`src/verilog/bridge_regs_pkg.sv`:
```
package bridge_regs_pkg;
	//----------------------------------------
	// clock and time units
	//----------------------------------------
	localparam int CLK_MHZ   = 250;         // core clock rate
	localparam int NS_PER_US = 1000;        // unit conversion

	// least time in ns to whole cycles, rounded up, never below one
	function automatic int ceil_cyc(input int ns);
		int c;
		c = (ns * CLK_MHZ + NS_PER_US - 1) / NS_PER_US;
		return (c < 1) ? 1 : c;
	endfunction

	//----------------------------------------
	// register offsets
	//----------------------------------------
	localparam logic [7:0] ADDR_BRIDGE   = 8'h0D; // remote_bridge_settings
	localparam logic [7:0] ADDR_PINS     = 8'h0E; // general_pin_control
	localparam logic [7:0] ADDR_DET_LIM  = 8'h0F; // detected_fault_limit
	localparam logic [7:0] ADDR_DET_CNT  = 8'h10; // detected_fault_count
	localparam logic [7:0] ADDR_COR_LIM  = 8'h11; // corrected_fault_limit
	localparam logic [7:0] ADDR_COR_CNT  = 8'h12; // corrected_fault_count
	localparam logic [7:0] ADDR_TEST_CNT = 8'h13; // test_pattern_fault_count

	//----------------------------------------
	// field positions and reset values
	//----------------------------------------
	localparam int BIT_LOCAL_ACK = 7;       // local_ack_when_link_down
	localparam int SH_HI = 6;               // bridge_slave_setup_hold
	localparam int SH_LO = 5;
	localparam int RATE_HI = 4;             // bridge_master_rate
	localparam int RATE_LO = 2;
	localparam int TO_HI = 1;               // bridge_slave_remote_timeout
	localparam int TO_LO = 0;
	localparam int BIT_FWD_EN = 5;          // input_forward_enable
	localparam int BIT_PIN1_OUT = 3;        // pin1_drive_level
	localparam int BIT_PIN0_OUT = 1;        // pin0_drive_level
	localparam logic [7:0] BRIDGE_RST = 8'hB6;  // ack 1, sh 01, rate 101, to 10
	localparam logic [1:0] PINS_RSV   = 2'h1;   // reserved top bits read 01
	localparam logic [7:0] LIM_RST    = 8'h00;
	localparam logic [7:0] CNT_RST    = 8'h00;
	localparam logic [7:0] CNT_MAX    = 8'hFF;
	localparam logic [7:0] RD_NONE    = 8'h00;  // unmapped read answer

	//----------------------------------------
	// timing figures
	//----------------------------------------
	localparam int SU0_NS = 352;            // setup/hold pairs, codes 00..11
	localparam int HD0_NS = 117;
	localparam int SU1_NS = 469;
	localparam int HD1_NS = 234;
	localparam int SU2_NS = 938;
	localparam int HD2_NS = 352;
	localparam int SU3_NS = 1046;
	localparam int HD3_NS = 469;
	localparam int TCYC_W = 9;              // width of setup/hold counts
	localparam int TO0_US = 64;             // remote timeout, codes 00..10
	localparam int TO1_US = 256;
	localparam int TO2_US = 1024;
	localparam logic [1:0] TO_OFF = 2'h3;   // timeout disabled
	localparam int TO_W = 18;               // width of timeout counts
	localparam int AUTO_CLEAR_NS  = 1000;   // delay before counters clear
	localparam int AUTO_CLEAR_CYC = ceil_cyc(AUTO_CLEAR_NS);

	//----------------------------------------
	// alert select codes and carriers
	//----------------------------------------
	localparam logic [1:0] SEL_DET = 2'h0;
	localparam logic [1:0] SEL_COR = 2'h1;

	typedef struct packed {
		logic       wr;                     // write strobe, one cycle
		logic       rd;                     // read strobe, one cycle
		logic [7:0] addr;                   // register offset
		logic [7:0] wdata;                  // write data
	} reg_req_s;

	typedef struct packed {
		logic det;                          // detected fault pulse
		logic cor;                          // corrected fault pulse
		logic test;                         // test pattern fault pulse
	} fault_evt_s;
endpackage

```
`src/verilog/bridge_gpio_fault_count_regs.sv`:
```
`timescale 1ns/10ps
// Functional notes
// [RULE1] local ack while link down if enabled
// [RULE2] setup/hold code selects time pair
// [RULE3] rate code selects master bit rate
// [RULE4] timeout code selects 64/256/1024us or none
// [RULE5] forward input pin level when enabled
// [RULE6] pin one drives written level, reports sensed
// [RULE7] pin zero drives written level, reports sensed
// [RULE8] writable detected fault limit, reset zero
// [RULE9] writable corrected fault limit, reset zero
// [RULE10] select picks which overflow raises alert
// [RULE11] auto clear counters 1us after alert; only the detected and corrected counts clear, the test count is kept
// [RULE12] three 8-bit fault counters count each fault
module bridge_gpio_fault_count_regs #(
	parameter int TO0_CYC = bridge_regs_pkg::TO0_US * bridge_regs_pkg::CLK_MHZ,
	parameter int TO1_CYC = bridge_regs_pkg::TO1_US * bridge_regs_pkg::CLK_MHZ,
	parameter int TO2_CYC = bridge_regs_pkg::TO2_US * bridge_regs_pkg::CLK_MHZ
) (
	// clock and reset
	input  wire logic                          clk_in,
	input  wire logic                          rst_in,
	// register port from the control channel
	input  wire bridge_regs_pkg::reg_req_s     req_in,
	output logic [7:0]                         rd_data_out,
	output logic                               rd_valid_out,
	// bridge slave/master settings
	input  wire logic                          link_up_in,
	input  wire logic                          ack_needed_in,
	output logic                               local_ack_out,
	output logic [bridge_regs_pkg::TCYC_W-1:0] setup_cycles_out,
	output logic [bridge_regs_pkg::TCYC_W-1:0] hold_cycles_out,
	output logic [2:0]                         master_rate_out,
	output logic [bridge_regs_pkg::TO_W-1:0]   timeout_cycles_out,
	output logic                               timeout_off_out,
	// general pins
	input  wire logic                          general_input_pin_in,
	output logic                               remote_output_pin_out,
	output logic                               forward_active_out,
	input  wire logic                          pin0_in,
	output logic                               pin0_out,
	output logic                               pin0_oe_n_out,
	input  wire logic                          pin1_in,
	output logic                               pin1_out,
	output logic                               pin1_oe_n_out,
	// fault events and alert
	input  wire bridge_regs_pkg::fault_evt_s   fault_in,
	input  wire logic [1:0]                    fault_alert_select_in,
	input  wire logic                          auto_clear_counts_in,
	output logic                               fault_alert_out
);
	//----------------------------------------
	// state
	//----------------------------------------
	typedef enum logic [0:0] {CLR_IDLE, CLR_WAIT} clr_e;

	localparam int CLR_LO = bridge_regs_pkg::AUTO_CLEAR_CYC; // assertion bound
	localparam int CNT_W  = $clog2(bridge_regs_pkg::AUTO_CLEAR_CYC + 1);
	localparam int TCYC_W = bridge_regs_pkg::TCYC_W; // setup/hold count width
	localparam int TO_W   = bridge_regs_pkg::TO_W;   // timeout count width

	logic [7:0]       bridge_r, bridge_nxt;       // remote_bridge_settings
	logic             fwd_en_r, fwd_en_nxt;       // input_forward_enable
	logic             pin1_lvl_r, pin1_lvl_nxt;   // pin1_drive_level
	logic             pin0_lvl_r, pin0_lvl_nxt;   // pin0_drive_level
	logic [7:0]       det_lim_r, det_lim_nxt;     // detected_fault_limit
	logic [7:0]       cor_lim_r, cor_lim_nxt;     // corrected_fault_limit
	logic [7:0]       det_cnt_r, det_cnt_nxt;     // detected_fault_count
	logic [7:0]       cor_cnt_r, cor_cnt_nxt;     // corrected_fault_count
	logic [7:0]       tst_cnt_r, tst_cnt_nxt;     // test_pattern_fault_count
	logic             alert_r, alert_nxt;         // registered alert
	clr_e             clr_r, clr_nxt;             // auto clear sequencer
	logic [CNT_W-1:0] clr_tmr_r, clr_tmr_nxt;     // cycles left before clear
	logic [7:0]       rd_r, rd_nxt;               // read data
	logic             rdv_r, rdv_nxt;             // read answer pulse
	logic             fwd_lvl_r, fwd_lvl_nxt;     // forwarded level
	logic [2:0]       sync1_r;                    // first synchroniser stage
	logic [2:0]       sync2_r;                    // {input pin, pin1, pin0} stable
	logic             clear_now;                  // counters clear this cycle
	logic             det_over;                   // detected above limit
	logic             cor_over;                   // corrected above limit

	//----------------------------------------
	// counter step
	//----------------------------------------
	// saturate rather than wrap so an overflow never hides an alert
	function automatic logic [7:0] bump(input logic [7:0] c, input logic ev,
		input logic clr);
		logic [7:0] base;
		base = clr ? bridge_regs_pkg::CNT_RST : c;
		// an event in the clearing cycle still counts
		if (ev && base != bridge_regs_pkg::CNT_MAX) begin
			return base + 8'h01;
		end
		return base;
	endfunction

	//----------------------------------------
	// next state
	//----------------------------------------
	always_comb begin
		bridge_nxt   = bridge_r;
		fwd_en_nxt   = fwd_en_r;
		pin1_lvl_nxt = pin1_lvl_r;
		pin0_lvl_nxt = pin0_lvl_r;
		det_lim_nxt  = det_lim_r;
		cor_lim_nxt  = cor_lim_r;
		clr_nxt      = clr_r;
		clr_tmr_nxt  = clr_tmr_r;
		clear_now    = 1'b0;
		rd_nxt       = rd_r;
		rdv_nxt      = 1'b0;
		// register writes; read-only bits are ignored
		if (req_in.wr) begin
			case (req_in.addr)
				bridge_regs_pkg::ADDR_BRIDGE: begin
					bridge_nxt = req_in.wdata; // RULE1 RULE2 RULE3 RULE4
				end
				bridge_regs_pkg::ADDR_PINS: begin
					fwd_en_nxt   = req_in.wdata[bridge_regs_pkg::BIT_FWD_EN]; // RULE5
					pin1_lvl_nxt = req_in.wdata[bridge_regs_pkg::BIT_PIN1_OUT]; // RULE6
					pin0_lvl_nxt = req_in.wdata[bridge_regs_pkg::BIT_PIN0_OUT]; // RULE7
				end
				bridge_regs_pkg::ADDR_DET_LIM: begin
					det_lim_nxt = req_in.wdata; // RULE8
				end
				bridge_regs_pkg::ADDR_COR_LIM: begin
					cor_lim_nxt = req_in.wdata; // RULE9
				end
				default: begin
					// counters and unmapped offsets take no write
				end
			endcase
		end
		// read mux, answered one cycle later
		if (req_in.rd) begin
			rdv_nxt = 1'b1;
			case (req_in.addr)
				bridge_regs_pkg::ADDR_BRIDGE:   rd_nxt = bridge_r;
				bridge_regs_pkg::ADDR_PINS: begin
					rd_nxt = {bridge_regs_pkg::PINS_RSV, fwd_en_r, sync2_r[2],
						pin1_lvl_r, sync2_r[1], pin0_lvl_r, sync2_r[0]}; // RULE5 RULE6 RULE7
				end
				bridge_regs_pkg::ADDR_DET_LIM:  rd_nxt = det_lim_r;
				bridge_regs_pkg::ADDR_DET_CNT:  rd_nxt = det_cnt_r;
				bridge_regs_pkg::ADDR_COR_LIM:  rd_nxt = cor_lim_r;
				bridge_regs_pkg::ADDR_COR_CNT:  rd_nxt = cor_cnt_r;
				bridge_regs_pkg::ADDR_TEST_CNT: rd_nxt = tst_cnt_r;
				default:                        rd_nxt = bridge_regs_pkg::RD_NONE;
			endcase
		end
		// auto clear sequencer; dropping the enable abandons a pending clear
		case (clr_r)
			CLR_IDLE: begin
				if (alert_r && auto_clear_counts_in) begin
					clr_nxt     = CLR_WAIT; // RULE11
					clr_tmr_nxt = CNT_W'(bridge_regs_pkg::AUTO_CLEAR_CYC - 1);
				end
			end
			CLR_WAIT: begin
				if (!auto_clear_counts_in) begin
					clr_nxt = CLR_IDLE;
				end else if (clr_tmr_r == '0) begin
					clear_now = 1'b1; // RULE11
					clr_nxt   = CLR_IDLE;
				end else begin
					clr_tmr_nxt = clr_tmr_r - CNT_W'(1);
				end
			end
			default: begin
				clr_nxt = CLR_IDLE;
			end
		endcase
		// fault counters
		det_cnt_nxt = bump(det_cnt_r, fault_in.det, clear_now); // RULE12
		cor_cnt_nxt = bump(cor_cnt_r, fault_in.cor, clear_now); // RULE12
		tst_cnt_nxt = bump(tst_cnt_r, fault_in.test, 1'b0); // RULE12
		// alert compare on the stored counts
		det_over = det_cnt_r > det_lim_r; // RULE8
		cor_over = cor_cnt_r > cor_lim_r; // RULE9
		case (fault_alert_select_in)
			bridge_regs_pkg::SEL_DET: alert_nxt = det_over; // RULE10
			bridge_regs_pkg::SEL_COR: alert_nxt = cor_over; // RULE10
			default:                  alert_nxt = det_over || cor_over; // RULE10
		endcase
		// forwarding stops at zero when disabled
		fwd_lvl_nxt = fwd_en_r && sync2_r[2]; // RULE5
	end

	//----------------------------------------
	// registers
	//----------------------------------------
	always_ff @(posedge clk_in or posedge rst_in) begin
		if (rst_in) begin
			bridge_r   <= bridge_regs_pkg::BRIDGE_RST;
			fwd_en_r   <= 1'b1;
			pin1_lvl_r <= 1'b1;
			pin0_lvl_r <= 1'b1;
			det_lim_r  <= bridge_regs_pkg::LIM_RST;
			cor_lim_r  <= bridge_regs_pkg::LIM_RST;
			det_cnt_r  <= bridge_regs_pkg::CNT_RST;
			cor_cnt_r  <= bridge_regs_pkg::CNT_RST;
			tst_cnt_r  <= bridge_regs_pkg::CNT_RST;
			alert_r    <= 1'b0;
			clr_r      <= CLR_IDLE;
			clr_tmr_r  <= '0;
			rd_r       <= bridge_regs_pkg::RD_NONE;
			rdv_r      <= 1'b0;
			fwd_lvl_r  <= 1'b0;
			sync1_r    <= '0;
			sync2_r    <= '0;
		end else begin
			bridge_r   <= bridge_nxt;
			fwd_en_r   <= fwd_en_nxt;
			pin1_lvl_r <= pin1_lvl_nxt;
			pin0_lvl_r <= pin0_lvl_nxt;
			det_lim_r  <= det_lim_nxt;
			cor_lim_r  <= cor_lim_nxt;
			det_cnt_r  <= det_cnt_nxt;
			cor_cnt_r  <= cor_cnt_nxt;
			tst_cnt_r  <= tst_cnt_nxt;
			alert_r    <= alert_nxt;
			clr_r      <= clr_nxt;
			clr_tmr_r  <= clr_tmr_nxt;
			rd_r       <= rd_nxt;
			rdv_r      <= rdv_nxt;
			fwd_lvl_r  <= fwd_lvl_nxt;
			// pins are asynchronous; only the second stage is read
			sync1_r    <= {general_input_pin_in, pin1_in, pin0_in};
			sync2_r    <= sync1_r;
		end
	end

	//----------------------------------------
	// setting decode
	//----------------------------------------
	// times are least figures, so the counts round up
	always_comb begin
		case (bridge_r[bridge_regs_pkg::SH_HI:bridge_regs_pkg::SH_LO])
			2'h0: begin
				setup_cycles_out = TCYC_W'(bridge_regs_pkg::ceil_cyc(bridge_regs_pkg::SU0_NS)); // RULE2
				hold_cycles_out  = TCYC_W'(bridge_regs_pkg::ceil_cyc(bridge_regs_pkg::HD0_NS));
			end
			2'h1: begin
				setup_cycles_out = TCYC_W'(bridge_regs_pkg::ceil_cyc(bridge_regs_pkg::SU1_NS)); // RULE2
				hold_cycles_out  = TCYC_W'(bridge_regs_pkg::ceil_cyc(bridge_regs_pkg::HD1_NS));
			end
			2'h2: begin
				setup_cycles_out = TCYC_W'(bridge_regs_pkg::ceil_cyc(bridge_regs_pkg::SU2_NS)); // RULE2
				hold_cycles_out  = TCYC_W'(bridge_regs_pkg::ceil_cyc(bridge_regs_pkg::HD2_NS));
			end
			default: begin
				setup_cycles_out = TCYC_W'(bridge_regs_pkg::ceil_cyc(bridge_regs_pkg::SU3_NS)); // RULE2
				hold_cycles_out  = TCYC_W'(bridge_regs_pkg::ceil_cyc(bridge_regs_pkg::HD3_NS));
			end
		endcase
		case (bridge_r[bridge_regs_pkg::TO_HI:bridge_regs_pkg::TO_LO])
			2'h0:    timeout_cycles_out = TO_W'(TO0_CYC); // RULE4
			2'h1:    timeout_cycles_out = TO_W'(TO1_CYC); // RULE4
			2'h2:    timeout_cycles_out = TO_W'(TO2_CYC); // RULE4
			default: timeout_cycles_out = '0;
		endcase
	end

	//----------------------------------------
	// outputs
	//----------------------------------------
	assign timeout_off_out = bridge_r[bridge_regs_pkg::TO_HI:bridge_regs_pkg::TO_LO]
		== bridge_regs_pkg::TO_OFF; // RULE4
	assign master_rate_out = bridge_r[bridge_regs_pkg::RATE_HI:bridge_regs_pkg::RATE_LO]; // RULE3
	// handshake answer, combinational so the slave can ack in the same bit
	assign local_ack_out = ack_needed_in && !link_up_in
		&& bridge_r[bridge_regs_pkg::BIT_LOCAL_ACK]; // RULE1
	assign remote_output_pin_out = fwd_lvl_r;
	assign forward_active_out    = fwd_en_r;
	assign pin1_out      = pin1_lvl_r; // RULE6
	assign pin0_out      = pin0_lvl_r; // RULE7
	assign pin1_oe_n_out = 1'b0;       // push-pull, always driven
	assign pin0_oe_n_out = 1'b0;
	assign fault_alert_out = alert_r;
	assign rd_data_out     = rd_r;
	assign rd_valid_out    = rdv_r;

	//----------------------------------------
	// assertions
	//----------------------------------------
	property p_local_ack;
		@(posedge clk_in) disable iff (rst_in)
		(ack_needed_in && !link_up_in) |-> (local_ack_out == bridge_r[7]);
	endproperty
	a_local_ack: assert property (p_local_ack) else $error("local ack wrong"); // RULE1

	property p_setup_hold;
		@(posedge clk_in) disable iff (rst_in)
		(bridge_r[6:5] == 2'h0) |-> (setup_cycles_out == 9'h058 && hold_cycles_out == 9'h01E);
	endproperty
	a_setup_hold: assert property (p_setup_hold) else $error("setup hold count wrong"); // RULE2

	property p_rate_write;
		@(posedge clk_in) disable iff (rst_in)
		(req_in.wr && req_in.addr == bridge_regs_pkg::ADDR_BRIDGE)
		|=> (master_rate_out == $past(req_in.wdata[4:2]));
	endproperty
	a_rate_write: assert property (p_rate_write) else $error("rate not updated"); // RULE3

	property p_timeout;
		@(posedge clk_in) disable iff (rst_in)
		(bridge_r[1:0] == 2'h2) |-> (timeout_cycles_out == TO_W'(TO2_CYC) && !timeout_off_out);
	endproperty
	a_timeout: assert property (p_timeout) else $error("timeout count wrong"); // RULE4

	property p_forward_off;
		@(posedge clk_in) disable iff (rst_in)
		(!fwd_en_r) |=> !remote_output_pin_out;
	endproperty
	a_forward_off: assert property (p_forward_off) else $error("forwarding not stopped"); // RULE5

	property p_pin1_write;
		@(posedge clk_in) disable iff (rst_in)
		(req_in.wr && req_in.addr == bridge_regs_pkg::ADDR_PINS) |=> (pin1_out == $past(req_in.wdata[3]));
	endproperty
	a_pin1_write: assert property (p_pin1_write) else $error("pin one level wrong"); // RULE6

	property p_pin0_write;
		@(posedge clk_in) disable iff (rst_in)
		(req_in.wr && req_in.addr == bridge_regs_pkg::ADDR_PINS) |=> (pin0_out == $past(req_in.wdata[1]));
	endproperty
	a_pin0_write: assert property (p_pin0_write) else $error("pin zero level wrong"); // RULE7

	property p_limit_read;
		@(posedge clk_in) disable iff (rst_in)
		(req_in.rd && req_in.addr == bridge_regs_pkg::ADDR_DET_LIM && !req_in.wr)
		|=> (rd_valid_out && rd_data_out == det_lim_r);
	endproperty
	a_limit_read: assert property (p_limit_read) else $error("limit read wrong"); // RULE8

	property p_alert_det;
		@(posedge clk_in) disable iff (rst_in)
		(fault_alert_select_in == 2'h0) |=> (fault_alert_out == ($past(det_cnt_r) > $past(det_lim_r)));
	endproperty
	a_alert_det: assert property (p_alert_det) else $error("detected alert wrong"); // RULE10

	property p_auto_clear;
		@(posedge clk_in) disable iff (rst_in)
		($rose(alert_r) && auto_clear_counts_in && clr_r == CLR_IDLE)
		|-> ##[CLR_LO:CLR_LO] (clear_now || !auto_clear_counts_in || $past(!auto_clear_counts_in));
	endproperty
	a_auto_clear: assert property (p_auto_clear) else $error("auto clear late"); // RULE11

	property p_count_step;
		@(posedge clk_in) disable iff (rst_in)
		(fault_in.test && tst_cnt_r != 8'hFF) |=> (tst_cnt_r == $past(tst_cnt_r) + 8'h01);
	endproperty
	a_count_step: assert property (p_count_step) else $error("test count not stepped"); // RULE12
endmodule

```
`config.mk`:
```
export PLATFORM = sky130hd
export DESIGN_NAME = bridge_gpio_fault_count_regs
export DESIGN_NICKNAME = d
export VERILOG_FILES = /design/src/verilog/bridge_regs_pkg.sv /design/src/verilog/bridge_gpio_fault_count_regs.sv
export SDC_FILE = /design/constraint.sdc
export NUM_CORES = 1
export LEC_CHECK = 0
export ABC_AREA = 1
export BUFFER_PORTS_ARGS = -buffer_cell sky130_fd_sc_hd__buf_2
export CAP_MARGIN = 20
export CORE_MARGIN = 2
export CORE_UTILIZATION = 51
export CTS_CLUSTER_DIAMETER = 200
export DETAILED_ROUTE_END_ITERATION = 10
export HOLD_SLACK_MARGIN = 0.06
export PLACE_DENSITY = 0.74
export REMOVE_ABC_BUFFERS = 1
export SETUP_SLACK_MARGIN = 0.4
export SYNTH_ARGS = -nofsm -noshare
export SYNTH_HDL_FRONTEND = slang
export SYNTH_SLANG_ARGS = --single-unit
```
`constraint.sdc`:
```
create_clock -name clk_in -period 6.6 [get_ports clk_in]
set_input_delay 0.66 -clock clk_in [delete_from_list [all_inputs] [get_ports clk_in]]
set_output_delay 0.66 -clock clk_in [all_outputs]
set_load 0.01 [all_outputs]
```
Word-level counts from Yosys, hierarchy flattened
Cells that the tools add are included.
Widths: inputs -> output; s select.
{"block": "totals", "ff_bits": 77, "latchBits": 0, "ramBits": 0, "romBits": 0, "in_bits": 31, "out_inout_bits": 57, "n_memories": 0}
{"block": "op_classes", "addsub": 4, "multipliers": 0, "n_div": 0, "order_cmp": 2, "eq_ne": 19, "n_shift": 0, "mux": 27, "n_bitwise": 1, "reduce_logical": 18}
{"op": "$mux 8", "n": 10}
{"op": "$pmux 8 s7", "n": 1}
{"op": "$pmux 18 s3", "n": 1}
{"op": "$eq 8x5->1 const B", "n": 4}
{"op": "$pmux 9 s3", "n": 1}
{"op": "$add 8x1->8 const B", "n": 3}
{"op": "$eq 8x4->1 const B", "n": 3}
{"op": "$ne 8x8->1 const B", "n": 3}
{"op": "$pmux 7 s3", "n": 1}
{"op": "$gt 8x8->1", "n": 2}
{"op": "$pmux 8 s2", "n": 1}
{"op": "$mux 1", "n": 10}
{"op": "$logic_not 8->1", "n": 1}
{"op": "$reduce_and 2->1", "n": 4}
{"op": "$sub 8x1->8 const B", "n": 1}
{"op": "$logic_and 1x1->1", "n": 7}
{"op": "$eq 2x1->1 const B", "n": 3}
{"op": "$eq 2x2->1 const B", "n": 3}
{"op": "$logic_not 2->1", "n": 3}
{"op": "$ne 2x2->1 const B", "n": 3}
{"op": "$pmux 1 s2", "n": 2}
{"op": "$reduce_and 3->1", "n": 1}
{"op": "$logic_not 1->1", "n": 1}
{"op": "$logic_or 1x1->1", "n": 1}
{"op": "$not 1->1", "n": 1}

Depth between registers and ports, before layout
Gate-level depths: netlist of the first run.
{"block": "depth", "ltp_word": 9, "ltp_mapped": 13, "ltp_nobuf": 12}

Worst setup path before layout of the first run
OpenSTA, ideal clock, no wires.
{"block": "synth_path", "kind": "register -> output", "start": "register bridge_r[1]", "end": "output timeout_cycles_out[12] (netlist bit)", "arrival_ps": 1150, "required_ps": 5940, "setup_slack_ps": 4790, "path_stages_with_launch": 6, "path_cell_list": "dfstp_2 inv_1 ha_1 nor2_1 nor2_1 buf_4"}
{"block": "synth_between", "elab_chain_cells": 2, "word_cells_on_any_way": 4}
{"item": "from (decl)", "line_no": "bridge_gpio_fault_count_regs.sv:62", "text": "logic [7:0] bridge_r, bridge_nxt;"}
{"item": "from (signal assigned)", "line_no": "bridge_gpio_fault_count_regs.sv:195", "text": "bridge_r <= bridge_regs_pkg::BRIDGE_RST;"}
{"item": "from (signal assigned)", "line_no": "bridge_gpio_fault_count_regs.sv:213", "text": "bridge_r <= bridge_nxt;"}
{"item": "$eq 2x2->1 (tied with other cells)", "line_no": "bridge_gpio_fault_count_regs.sv:257", "text": "case (bridge_r[bridge_regs_pkg::TO_HI:bridge_regs_pkg::TO_LO])"}
{"item": "$pmux 18 s3 (*)", "line_no": "bridge_gpio_fault_count_regs.sv:257"}
{"item": "to (decl)", "line_no": "bridge_gpio_fault_count_regs.sv:34", "text": "output logic [bridge_regs_pkg::TO_W-1:0] timeout_cycles_out,"}
Mark *: on every way between the ends. The rest lies on a longest branch, timed or not.

Worst setup path after layout of the first run
{"block": "layout_path", "start": "register bridge_r[6]", "end": "output setup_cycles_out[4] (netlist bit)"}
{"block": "layout_between", "elab_chain_cells": 2, "word_cells_on_any_way": 4}
{"item": "$eq 2x2->1 (tied with other cells)", "line_no": "bridge_gpio_fault_count_regs.sv:239", "text": "case (bridge_r[bridge_regs_pkg::SH_HI:bridge_regs_pkg::SH_LO])"}
{"item": "$pmux 9 s3 (*)", "line_no": "bridge_gpio_fault_count_regs.sv:239"}
{"item": "to (decl)", "line_no": "bridge_gpio_fault_count_regs.sv:31", "text": "output logic [bridge_regs_pkg::TCYC_W-1:0] setup_cycles_out,"}
Marks and branches as above.

==> impl_metrics.toml, run 1 <==
[status]
status = "finished clean"

[placed_design]
dpl_cell_area_um2 = 5214
port_buffers = 74
place.gp.congestion = 0.9756
place_ws_ns = 4.551
dp_hpwl_um = 8590

[grt]
grt_antenna_before_repair = 0
grt_use_total_pct = 23.49
grt_pass1_vias = 3980
overflow = 0
grt_first_pass_wirelength_um = 19150
grt_max_degree = 78

[cells_and_area]
diodes = 0
n_fill_cell = 877
final_nets = 761
final_cell_mix = "nand2_1, inv_1, buf_2"
multiInputGateArea_um2 = 2404
ff_latch_area_um2 = 1937
final_common_cell = "nand2_1"
syn2layout_area_growth_pct = 11.04
postLayoutCoreUtil_pct = 58.58
drive_above_1_share_pct = 21.99
postLayoutCellArea_um2 = 5413

[sta]
tightest_slew_ns = 0.9611
finalSetupViolations = 0
skew_ns = 0.01212
hold_viol = 0
slew_headroom_pct = 35.93
setup_tns_ns = 0
post-route-period-util_pct = 33.32
timing.final.crit_period_ns = 2.199
slew_viol_final = 0
setup_ws_ns = 4.401
max_freq_mhz = 454.7
rsz0062_at_grt = "false"

[power]
leakage_nw = 2.854
peakVddDrop_mv = 0.1194
powerDensity_nw_per_um2 = 266.7

[run]
drv_cap = 0

[synthesis]
synth-warning-count = 0
syn_area_um2 = 4875
synth_edf_count = 0
netlist_top_cells_area = "dfrtp_1, nand2_1, ha_1, inv_1, dfstp_2"
synth.distinct_cells = 39
synth_top_area_share_pct = 35.42
async_flop_share_pct = 100.0
synth-seq-cells = 77
ys_seq_area_share_pct = 39.73
syn_inst = 635
avgSynthCellArea_um2 = 7.677
yosysTopAreaCell = "dfrtp_1"
synthFlopType = "dfrtp_1"

[die]
rows = 35
dieArea_um2 = 10360
die_h_um = 101.8
core_area_um2 = 9240
die_x_um = 101.8
ios = 88
initial_core_util_pct = 52.76

[cts]
h-tree-depth = 3
path_clk_slew_ns = 0.08
numClockSinks = 77
cts_tree = "built"
clk_path_buf_depth = 2
cts_root_buf = "clkbuf_8"
post-cts-setup-buffers = 0
cts_hold_buf = 0
post_cts_resized = 0
cts_made_buffers = 9
insertion_delay_ns = 0.35

[routing]
drt-vias-per-instance = 5.036
avgRoutedWirePerCell_um = 13.40
drt-initial-drc-count = 308
antenna_left = 0
num_vias = 4200
drt-total-wl_um = 11180
drc = 0
drt-pass1-iter-count = 5

[critical_path]
endpoint_kind = "primary output"
crit_arrival_ns = 1.54
crit_start = "bridge_r[6]"
worstPathMaxFanout = 5
crit_type = "flip-flop to primary output"
required_ns = 5.94
timing.rr.start = "clr_tmr_r[0]"
start_kind = "flip-flop"
reg2reg_slack_ns = 4.62

[min_path]
min_path_type = "flip-flop to flip-flop"
hp-start = "sync1_r[1]"
final timing paths:
path | endpoint | cells after the start
setup / recovery | setup_cycles_out[4] | 5
hold / removal | sync2_r[1] | 0
setup reg to reg | cor_cnt_r[0] | 12
hold reg to reg | sync2_r[1] | 0
max in group asynchronous | det_cnt_r[1] | 3
min in group asynchronous | clr_tmr_r[5] | 3
per-stage QoR:
stage | power, mW | hold WS, ns | instances
detailed placement | 1.087 | 0.3379 | 818
global placement | 1.069 | 0.3323 | 818
CTS | 1.451 | 0.3577 | 834
global route | 1.560 | 0.3588 | 834
floorplan | 0.9587 | 0.3312 | 614
finish | 1.444 | 0.3550 | 834
power breakdown:
group	internal (mW)	switching, mW
Combinational	0.163	0.254
Clock	0.179	0.183
Sequential	0.557	0.108
Total	0.899	0.545
registers in the layout, summed over array words and instances (netlist names):
| name | flops |
|---|---|
| cor_cnt_r | 8 |
| pin1_out | 1 |
| fault_alert_out | 1 |
| clr_tmr_r | 8 |
| pin0_out | 1 |
| rd_valid_out | 1 |
| det_lim_r | 8 |
| rd_data_out | 8 |
| forward_active_out | 1 |
| bridge_r | 8 |
| tst_cnt_r | 8 |
| remote_output_pin_out | 1 |
| sync1_r | 3 |
| det_cnt_r | 8 |
| sync2_r | 3 |
| clr_r | 1 |
| cor_lim_r | 8 |
metal layers:
metal / GRT usage (%) / up-vias / routed length [um]
li1: - / 2103 / -
met1: 33.07 / 1952 / 5179
met2: 37.10 / 123 / 5202
met3: 4.762 / 22 / 594
met4: 6.237 / 0 / 201
met5: 0 / - / 0
critical path, stage by stage, from the launching register on:
cell and delay (ns):
dfrtp_1 0.44, inv_1 0.16, ha_1 0.21, inv_1 0.07
a21oi_1 0.16, buf_2 0.15
logic make-up (layout without fill, tap and decap cells):
family	after synthesis	in the layout	share of synthesized area (%)
adder cells (fa/ha/maj)	30	30	7.700
flip-flops	77	77	39.73
other	2	13	0.1541
XOR/XNOR	10	10	1.797
AO/OA/AOI/OAI	82	82	9.934
buffers and inverters	121	180	11.81
AND/OR/NAND/NOR	313	313	28.88
final cells by class:
| type | count | area share, % |
|---|---|---|
| sequential | 77 | 35.78 |
| timing repair buffer | 75 | 6.981 |
| multi-input combinational | 448 | 44.41 |
| clock buffer | 10 | 2.358 |
| inverter | 89 | 6.172 |
| tap | 129 | 2.982 |
| clock inverter | 6 | 1.318 |
cells in the mapped netlist (2+ instances only):
cell and count:
xnor2_1 2, o21ai_1 15, and3_1 2, ha_1 30, dfstp_2 8, nor2_4 4
nand2_1 187, inv_1 77, conb_1 2, o21ai_0 29, or2_1 2, buf_6 3
nor2_2 6, nand2_4 3, a21oi_1 15, nand2_2 11, nand4_1 6, buf_2 4
nand3_1 40, nand3_2 3, nor2_1 42, dfrtp_1 69, o21ai_2 12, o22ai_1 6
buf_4 25, inv_2 12, xor2_1 8
Note: power is estimated with default switching activity, not from simulation.
==> run 2, diff against run 1 <==
clock period = 2.05 ns   (was 6.6 ns; I/O delays follow)
==> run 2 against run 1 <==
Net effect:
- critical path depth is 8 higher
- largest cell class unchanged
- critical path type is now flip-flop to flip-flop
- sequential power rose to 3.3 times the previous value
- wire length grew 8.0%
- global-route usage is 0.76 points higher
- combinational power grew to 4.1 times the previous value
- first-iteration DRC count shrank 6.8%
- clock skew is 0.00084 ns lower
- critical endpoint is now det_cnt_r[5]
- highest routed layer unchanged
- final area increased by 9.4%
==> impl_metrics.toml, run 2 (synthesized netlist as in run 1, its figures left out) <==
[status]
status = "finished clean"

[critical_path]
slowest_delay_ns = 0.41
required_ns = 2.33
slowest_stage = "dfrtp_1"
crit_type = "flip-flop to flip-flop"
crit_family = "simple AND/OR/NAND/NOR gates"
start_kind = "flip-flop"
endpoint_kind = "flip-flop"
worstPathMaxFanout = 7
crit_arrival_ns = 1.98
crit_buf_inv = 4
crit_chain = "inv_2 > ha_4 > inv_2 > nor2_4 > buf_12 > nand3_4 > nand3_2 > nor2_2 > nand2_2 > nand2_4 > inv_4 > nand2_1 > nand2_1"

[run]
drv_cap = 0

[sta]
finalSetupViolations = 0
post-route-period-util_pct = 82.94
whs_ns = 0.1177
slew_headroom_pct = 65.39
rsz0062_at_grt = "true"
timing.final.crit_period_ns = 1.700
hold_viol = 0
skew_ns = 0.01127
slew_viol_final = 0
max_freq_mhz = 588.1
tightest_slew_ns = 0.5145

[cts]
clk_path_buf_depth = 2
cts_made_buffers = 9
cts_root_buf = "clkbuf_8"
insertion_delay_ns = 0.35
path_clk_slew_ns = 0.09
cts_tree = "built"
numClockSinks = 77
h-tree-depth = 3

[cells_and_area]
syn2layout_area_growth_pct = 21.43
drive_above_1_share_pct = 31.46
final_nets = 787
postLayoutCellArea_um2 = 5919
diodes = 0
finalNonFillerCells = 860
final_cell_mix = "nand2_1, buf_2, dfrtp_1"
final_common_cell = "nand2_1"
postLayoutCoreUtil_pct = 64.06

[placed_design]
place.gp.congestion = 0.9597
dpl_cell_area_um2 = 5226
port_buffers = 74
dp_hpwl_um = 8494
placed_cells = 818

[die]
die_h_um = 101.8
core_area_um2 = 9240
ios = 88
initial_core_util_pct = 52.76
rows = 35
die_x_um = 101.8
dieArea_um2 = 10360

[power]
peakVddDrop_mv = 0.4948
powerDensity_nw_per_um2 = 855.3
leakage_nw = 2.978
total_power_mw = 5.063

[routing]
drt-vias-per-instance = 5.128
drt-initial-drc-count = 287
drt-pass1-iter-count = 7
antenna_left = 0
avgRoutedWirePerCell_um = 14.04
drc = 0
drt-total-wl_um = 12070
num_vias = 4410

[grt]
grt_use_met1_pct = 33.41
grt_use_total_pct = 24.25
top_usage_layer = "met2"
grtUsageMet2_pct = 39.22
overflow = 0
grt_antenna_before_repair = 0
grt_pass1_vias = 4049
grt_first_pass_wirelength_um = 19620
met3_usage_pct = 4.486
grt_max_degree = 78

[min_path]
min_path_type = "input port to flip-flop"
[run 2: changes by cell type in the layout (fill, tap and decap cells not counted), moves of 8 or more]
cell	change
inv_2	+12
inv_1	-16
nand2_1	-9
nor2_1	-8
ha_1	-8
nand3_1	-8
buf_4	+15
[run 2: metal layers]
layer	routed length (um)	vias up
met5	0	-
met4	191	0
met3	713	18
met2	5753	141
met1	5413	2090
li1	-	2161
[run 2: power by group]
| part | switching (mW) | internal, mW | total (mW) |
|---|---|---|---|
| logic | 0.984 | 0.722 | 1.71 |
| clock network | 0.588 | 0.602 | 1.19 |
| registers | 0.373 | 1.79 | 2.17 |
[run 2: metrics by stage]
step | worst slack, ns | TNS [ns]
global placement | 0.2358 | 0
floorplan | -0.1084 | -7.482
finish | 0.3497 | 0
CTS | 0.3613 | 0
global route | 0.2685 | 0
detailed placement | 0.1483 | 0
[run 2: worst paths after layout]
check	cells past startpoint	start	slack [ns]	end
worst min register to register	0	sync1_r[1]	0.35	sync2_r[1]
worst max-delay path	13	clr_tmr_r[1]	0.35	det_cnt_r[5]
max in group asynchronous	4	rst_in	1.23	bridge_r[7]
min in group asynchronous	4	rst_in	0.49	cor_cnt_r[7]
worst min-delay path	3	req_in[7]	0.12	bridge_r[7]
worst max register to register	13	clr_tmr_r[1]	0.35	det_cnt_r[5]
[run 2: what timing repair did]
item                       in CTS  in global routing
hold buffers                    5                  0
hold endpoints to repair       73                  0
cloned                          3                  0
resized for setup              27                 52
buffers inserted                8                 10
pin swaps                      11                 19
setup endpoints to repair      29                 34
[run 2: layout make-up]
| cell class | instances | area (um^2) |
|---|---|---|
| Clock buffer | 10 | 137.6 |
| Clock inverter | 6 | 70.07 |
| Fill cell | 774 | 3321 |
| Inverter | 89 | 345.3 |
| Multi-Input combinational cell | 451 | 2654 |
| Sequential cell | 77 | 1938 |
| Tap cell | 129 | 161.4 |
| Timing Repair Buffer | 98 | 613.1 |
[run 2: tightest hold or removal path, cell delays in order]
cell,delay (ns)
buf_2,0.09
inv_1,0.09
o21ai_1,0.08
==> run 3, diff against run 2 <==
ABC_AREA = 0   (was 1)
PLACE_DENSITY = 0.77   (was 0.74)
clock period = 1.5 ns   (was 2.05 ns; I/O delays follow)
==> run 3 against run 2 <==
Net effect:
- the run now ends with setup timing left
- total power rose by 59%
- sequential cell count did not move
- sequential share of layout area fell by 4.6 points
- wire length rose by 31%
- critical endpoint is now clr_tmr_r[2]
- area after synthesis fell by 5.2%
- clock power rose by 32%
- non-clock buffer count rose by 91
==> impl_metrics.toml, run 3 <==
[grt]
grt_max_degree = 40
grt_use_total_pct = 28.34
grt_pass1_vias = 4229
grt_first_pass_wirelength_um = 21820
overflow = 0
grt_antenna_before_repair = 0

[critical_path]
endpoint_kind = "flip-flop"
timing.rr.start = "clr_tmr_r[1]"
endpoint = "clr_tmr_r[2]"
crit_arrival_ns = 2.03
start_kind = "flip-flop"
reg2reg_to = "clr_tmr_r[2]"
worstPathMaxFanout = 3
required_ns = 1.74
crit_start = "clr_tmr_r[1]"
crit_type = "flip-flop to flip-flop"
reg2reg_slack_ns = -0.30
rr_worst_depth = 10

[routing]
drc = 0
drt-pass1-iter-count = 5
avgRoutedWirePerCell_um = 21.56
drt-vias-per-instance = 6.072
drt-total-wl_um = 15830
antenna_left = 0
num_vias = 4457
drt-initial-drc-count = 344

[cells_and_area]
final_common_cell = "buf_4"
syn2layout_area_growth_pct = 49.12
n_fill_cell = 458
final_nets = 682
drive_above_1_share_pct = 56.39
diodes = 0
final_cell_mix = "buf_4, dfrtp_1, buf_6"

[power]
pwr-share-seq_pct = 36.0
p_int_mw = 5.014
leakage_nw = 3.161
powerDensity_nw_per_um2 = 1167
swShare_pct = 37.70
peakVddDrop_mv = 0.9417
switchingPower_mw = 3.034
pwr-share-comb_pct = 44.5
clockPowerShare_pct = 19.5

[sta]
skew_ns = 0.01367
timing.final.crit_period_ns = 1.796
rsz0062_at_grt = "true"
slew_viol_final = 0
tightest_slew_ns = 0.5783
slew_headroom_pct = 61.45
whs_ns = 0.08322
setup_tns_ns = -6.653
max_freq_mhz = 556.9
hold_viol = 0
post-route-period-util_pct = 119.7
finalSetupViolations = 43
setup_ws_ns = -0.2958

[cts]
path_clk_slew_ns = 0.09
clk_path_buf_depth = 2
numClockSinks = 77
cts_made_buffers = 9
cts_tree = "built"
cts_root_buf = "clkbuf_8"
h-tree-depth = 3
insertion_delay_ns = 0.35

[status]
violations = "setup timing"
status = "complete, but fails checks"

[die]
core_area_um2 = 8763
rows = 34
initial_core_util_pct = 52.76
die_x_um = 99.21
die_h_um = 99.21
dieArea_um2 = 9843
ios = 88

[synthesis]
synth_most_common_cell = "dfrtp_1"
netlist_top_cells_area = "dfrtp_1, ha_1, mux2_4, dfstp_2, buf_4"
synthTopCellsByCount = "dfrtp_1, inv_1, ha_1, nand2_1"
syn_inst = 446
synth.distinct_cells = 65
synth_edf_count = 0
synth-seq-cells = 77
synth_top_area_share_pct = 37.35
synthFlopType = "dfrtp_1"
synth-warning-count = 0
avgSynthCellArea_um2 = 10.37
syn_area_um2 = 4623
async_flop_share_pct = 100.0
ys_seq_area_share_pct = 41.89
yosysTopAreaCell = "dfrtp_1"

[min_path]
min_path_type = "input port to flip-flop"
hp-start = "req_in[6]"

[placed_design]
dp_hpwl_um = 8784
port_buffers = 74
place_ws_ns = -0.2523
place.gp.congestion = 0.8988

[run]
drv_cap = 0
==> run 3: cells by family (layout without fill, tap and decap cells) <==
group,Yosys count,count (layout),share of synthesized area (%)
AOI/OAI and AO/OA,80,80,12.18
xor gates and xnor gates,16,16,3.031
adders and majority gates,30,30,8.119
buffers and inverters,77,246,8.904
DFF,77,77,41.89
muxes,34,34,9.716
other,2,13,0.1624
and+or+nand+nor,130,130,16.00
==> run 3: timing repair <==
| action | 4_1_cts | 5_1_grt |
|---|---|---|
| buffers inserted | 29 | 14 |
| setup endpoints to repair | 83 | 88 |
| pin swaps | 39 | 47 |
| hold endpoints to repair | 74 | 0 |
| resized for setup | 126 | 83 |
| hold buffers | 6 | 0 |
==> run 3: how the worst min path moves through the flow <==
stage                         endpoint  cells after the start
after detailed placement    sync1_r[2]                      1
after CTS                 cor_lim_r[6]                      2
final                      bridge_r[6]                      2
after floorplan           rd_valid_out                      0
after global placement      sync1_r[1]                      1
after global routing      cor_lim_r[6]                      2
==> run 3: power by group through the flow <==
| stage | Sequential (mW) | Clock [mW] | Combinational (mW) |
|---|---|---|---|
| finish | 2.90 | 1.57 | 3.58 |
| global route | 2.92 | 1.66 | 3.80 |
| CTS | 2.86 | 1.56 | 2.82 |
| detailed placement | 2.89 | 0 | 2.29 |
| global placement | 2.87 | 0 | 2.17 |
| floorplan | 2.88 | 0 | 1.22 |
==> run 3: critical path: stages (launching register included) <==
cell and delay, ns:
dfrtp_1 0.39, inv_2 0.06, ha_4 0.15, nor3b_4 0.14, buf_6 0.12, a31oi_4 0.21
nand2_2 0.10, buf_6 0.13, buf_4 0.12, xor2_1 0.19, nor2_1 0.07
==> run 3: metrics by stage <==
| stage | total power [mW] | utilization, % | instance area [um^2] | instances |
|---|---|---|---|---|
| finish | 8.048 | 78.67 | 6894 | 734 |
| global route | 8.381 | 78.67 | 6894 | 734 |
| CTS | 7.242 | 73.47 | 6439 | 720 |
| detailed placement | 5.185 | 61.71 | 5408 | 669 |
| global placement | 5.039 | 61.71 | 5408 | 669 |
| floorplan | 4.101 | - | 4407 | 421 |
==> run 3: per-layer routing <==
layer,track usage (%),wire [um]
met1,35.03,6004
met2,49.95,7974
met3,4.989,1069
met4,10.01,779
met5,0,0
==> run 3: final cells by class <==
| class | instances | area (um^2) | share of cell area, % |
|---|---|---|---|
| clock inverters | 6 | 63.81 | 0.9256 |
| multi-input cells | 303 | 2885 | 41.85 |
| repair buffers | 189 | 1575 | 22.85 |
| flip-flops and latches | 77 | 1941 | 28.15 |
| clock buffers | 10 | 127.6 | 1.851 |
| inverters | 41 | 166.4 | 2.414 |
| well taps | 108 | 135.1 | 1.960 |
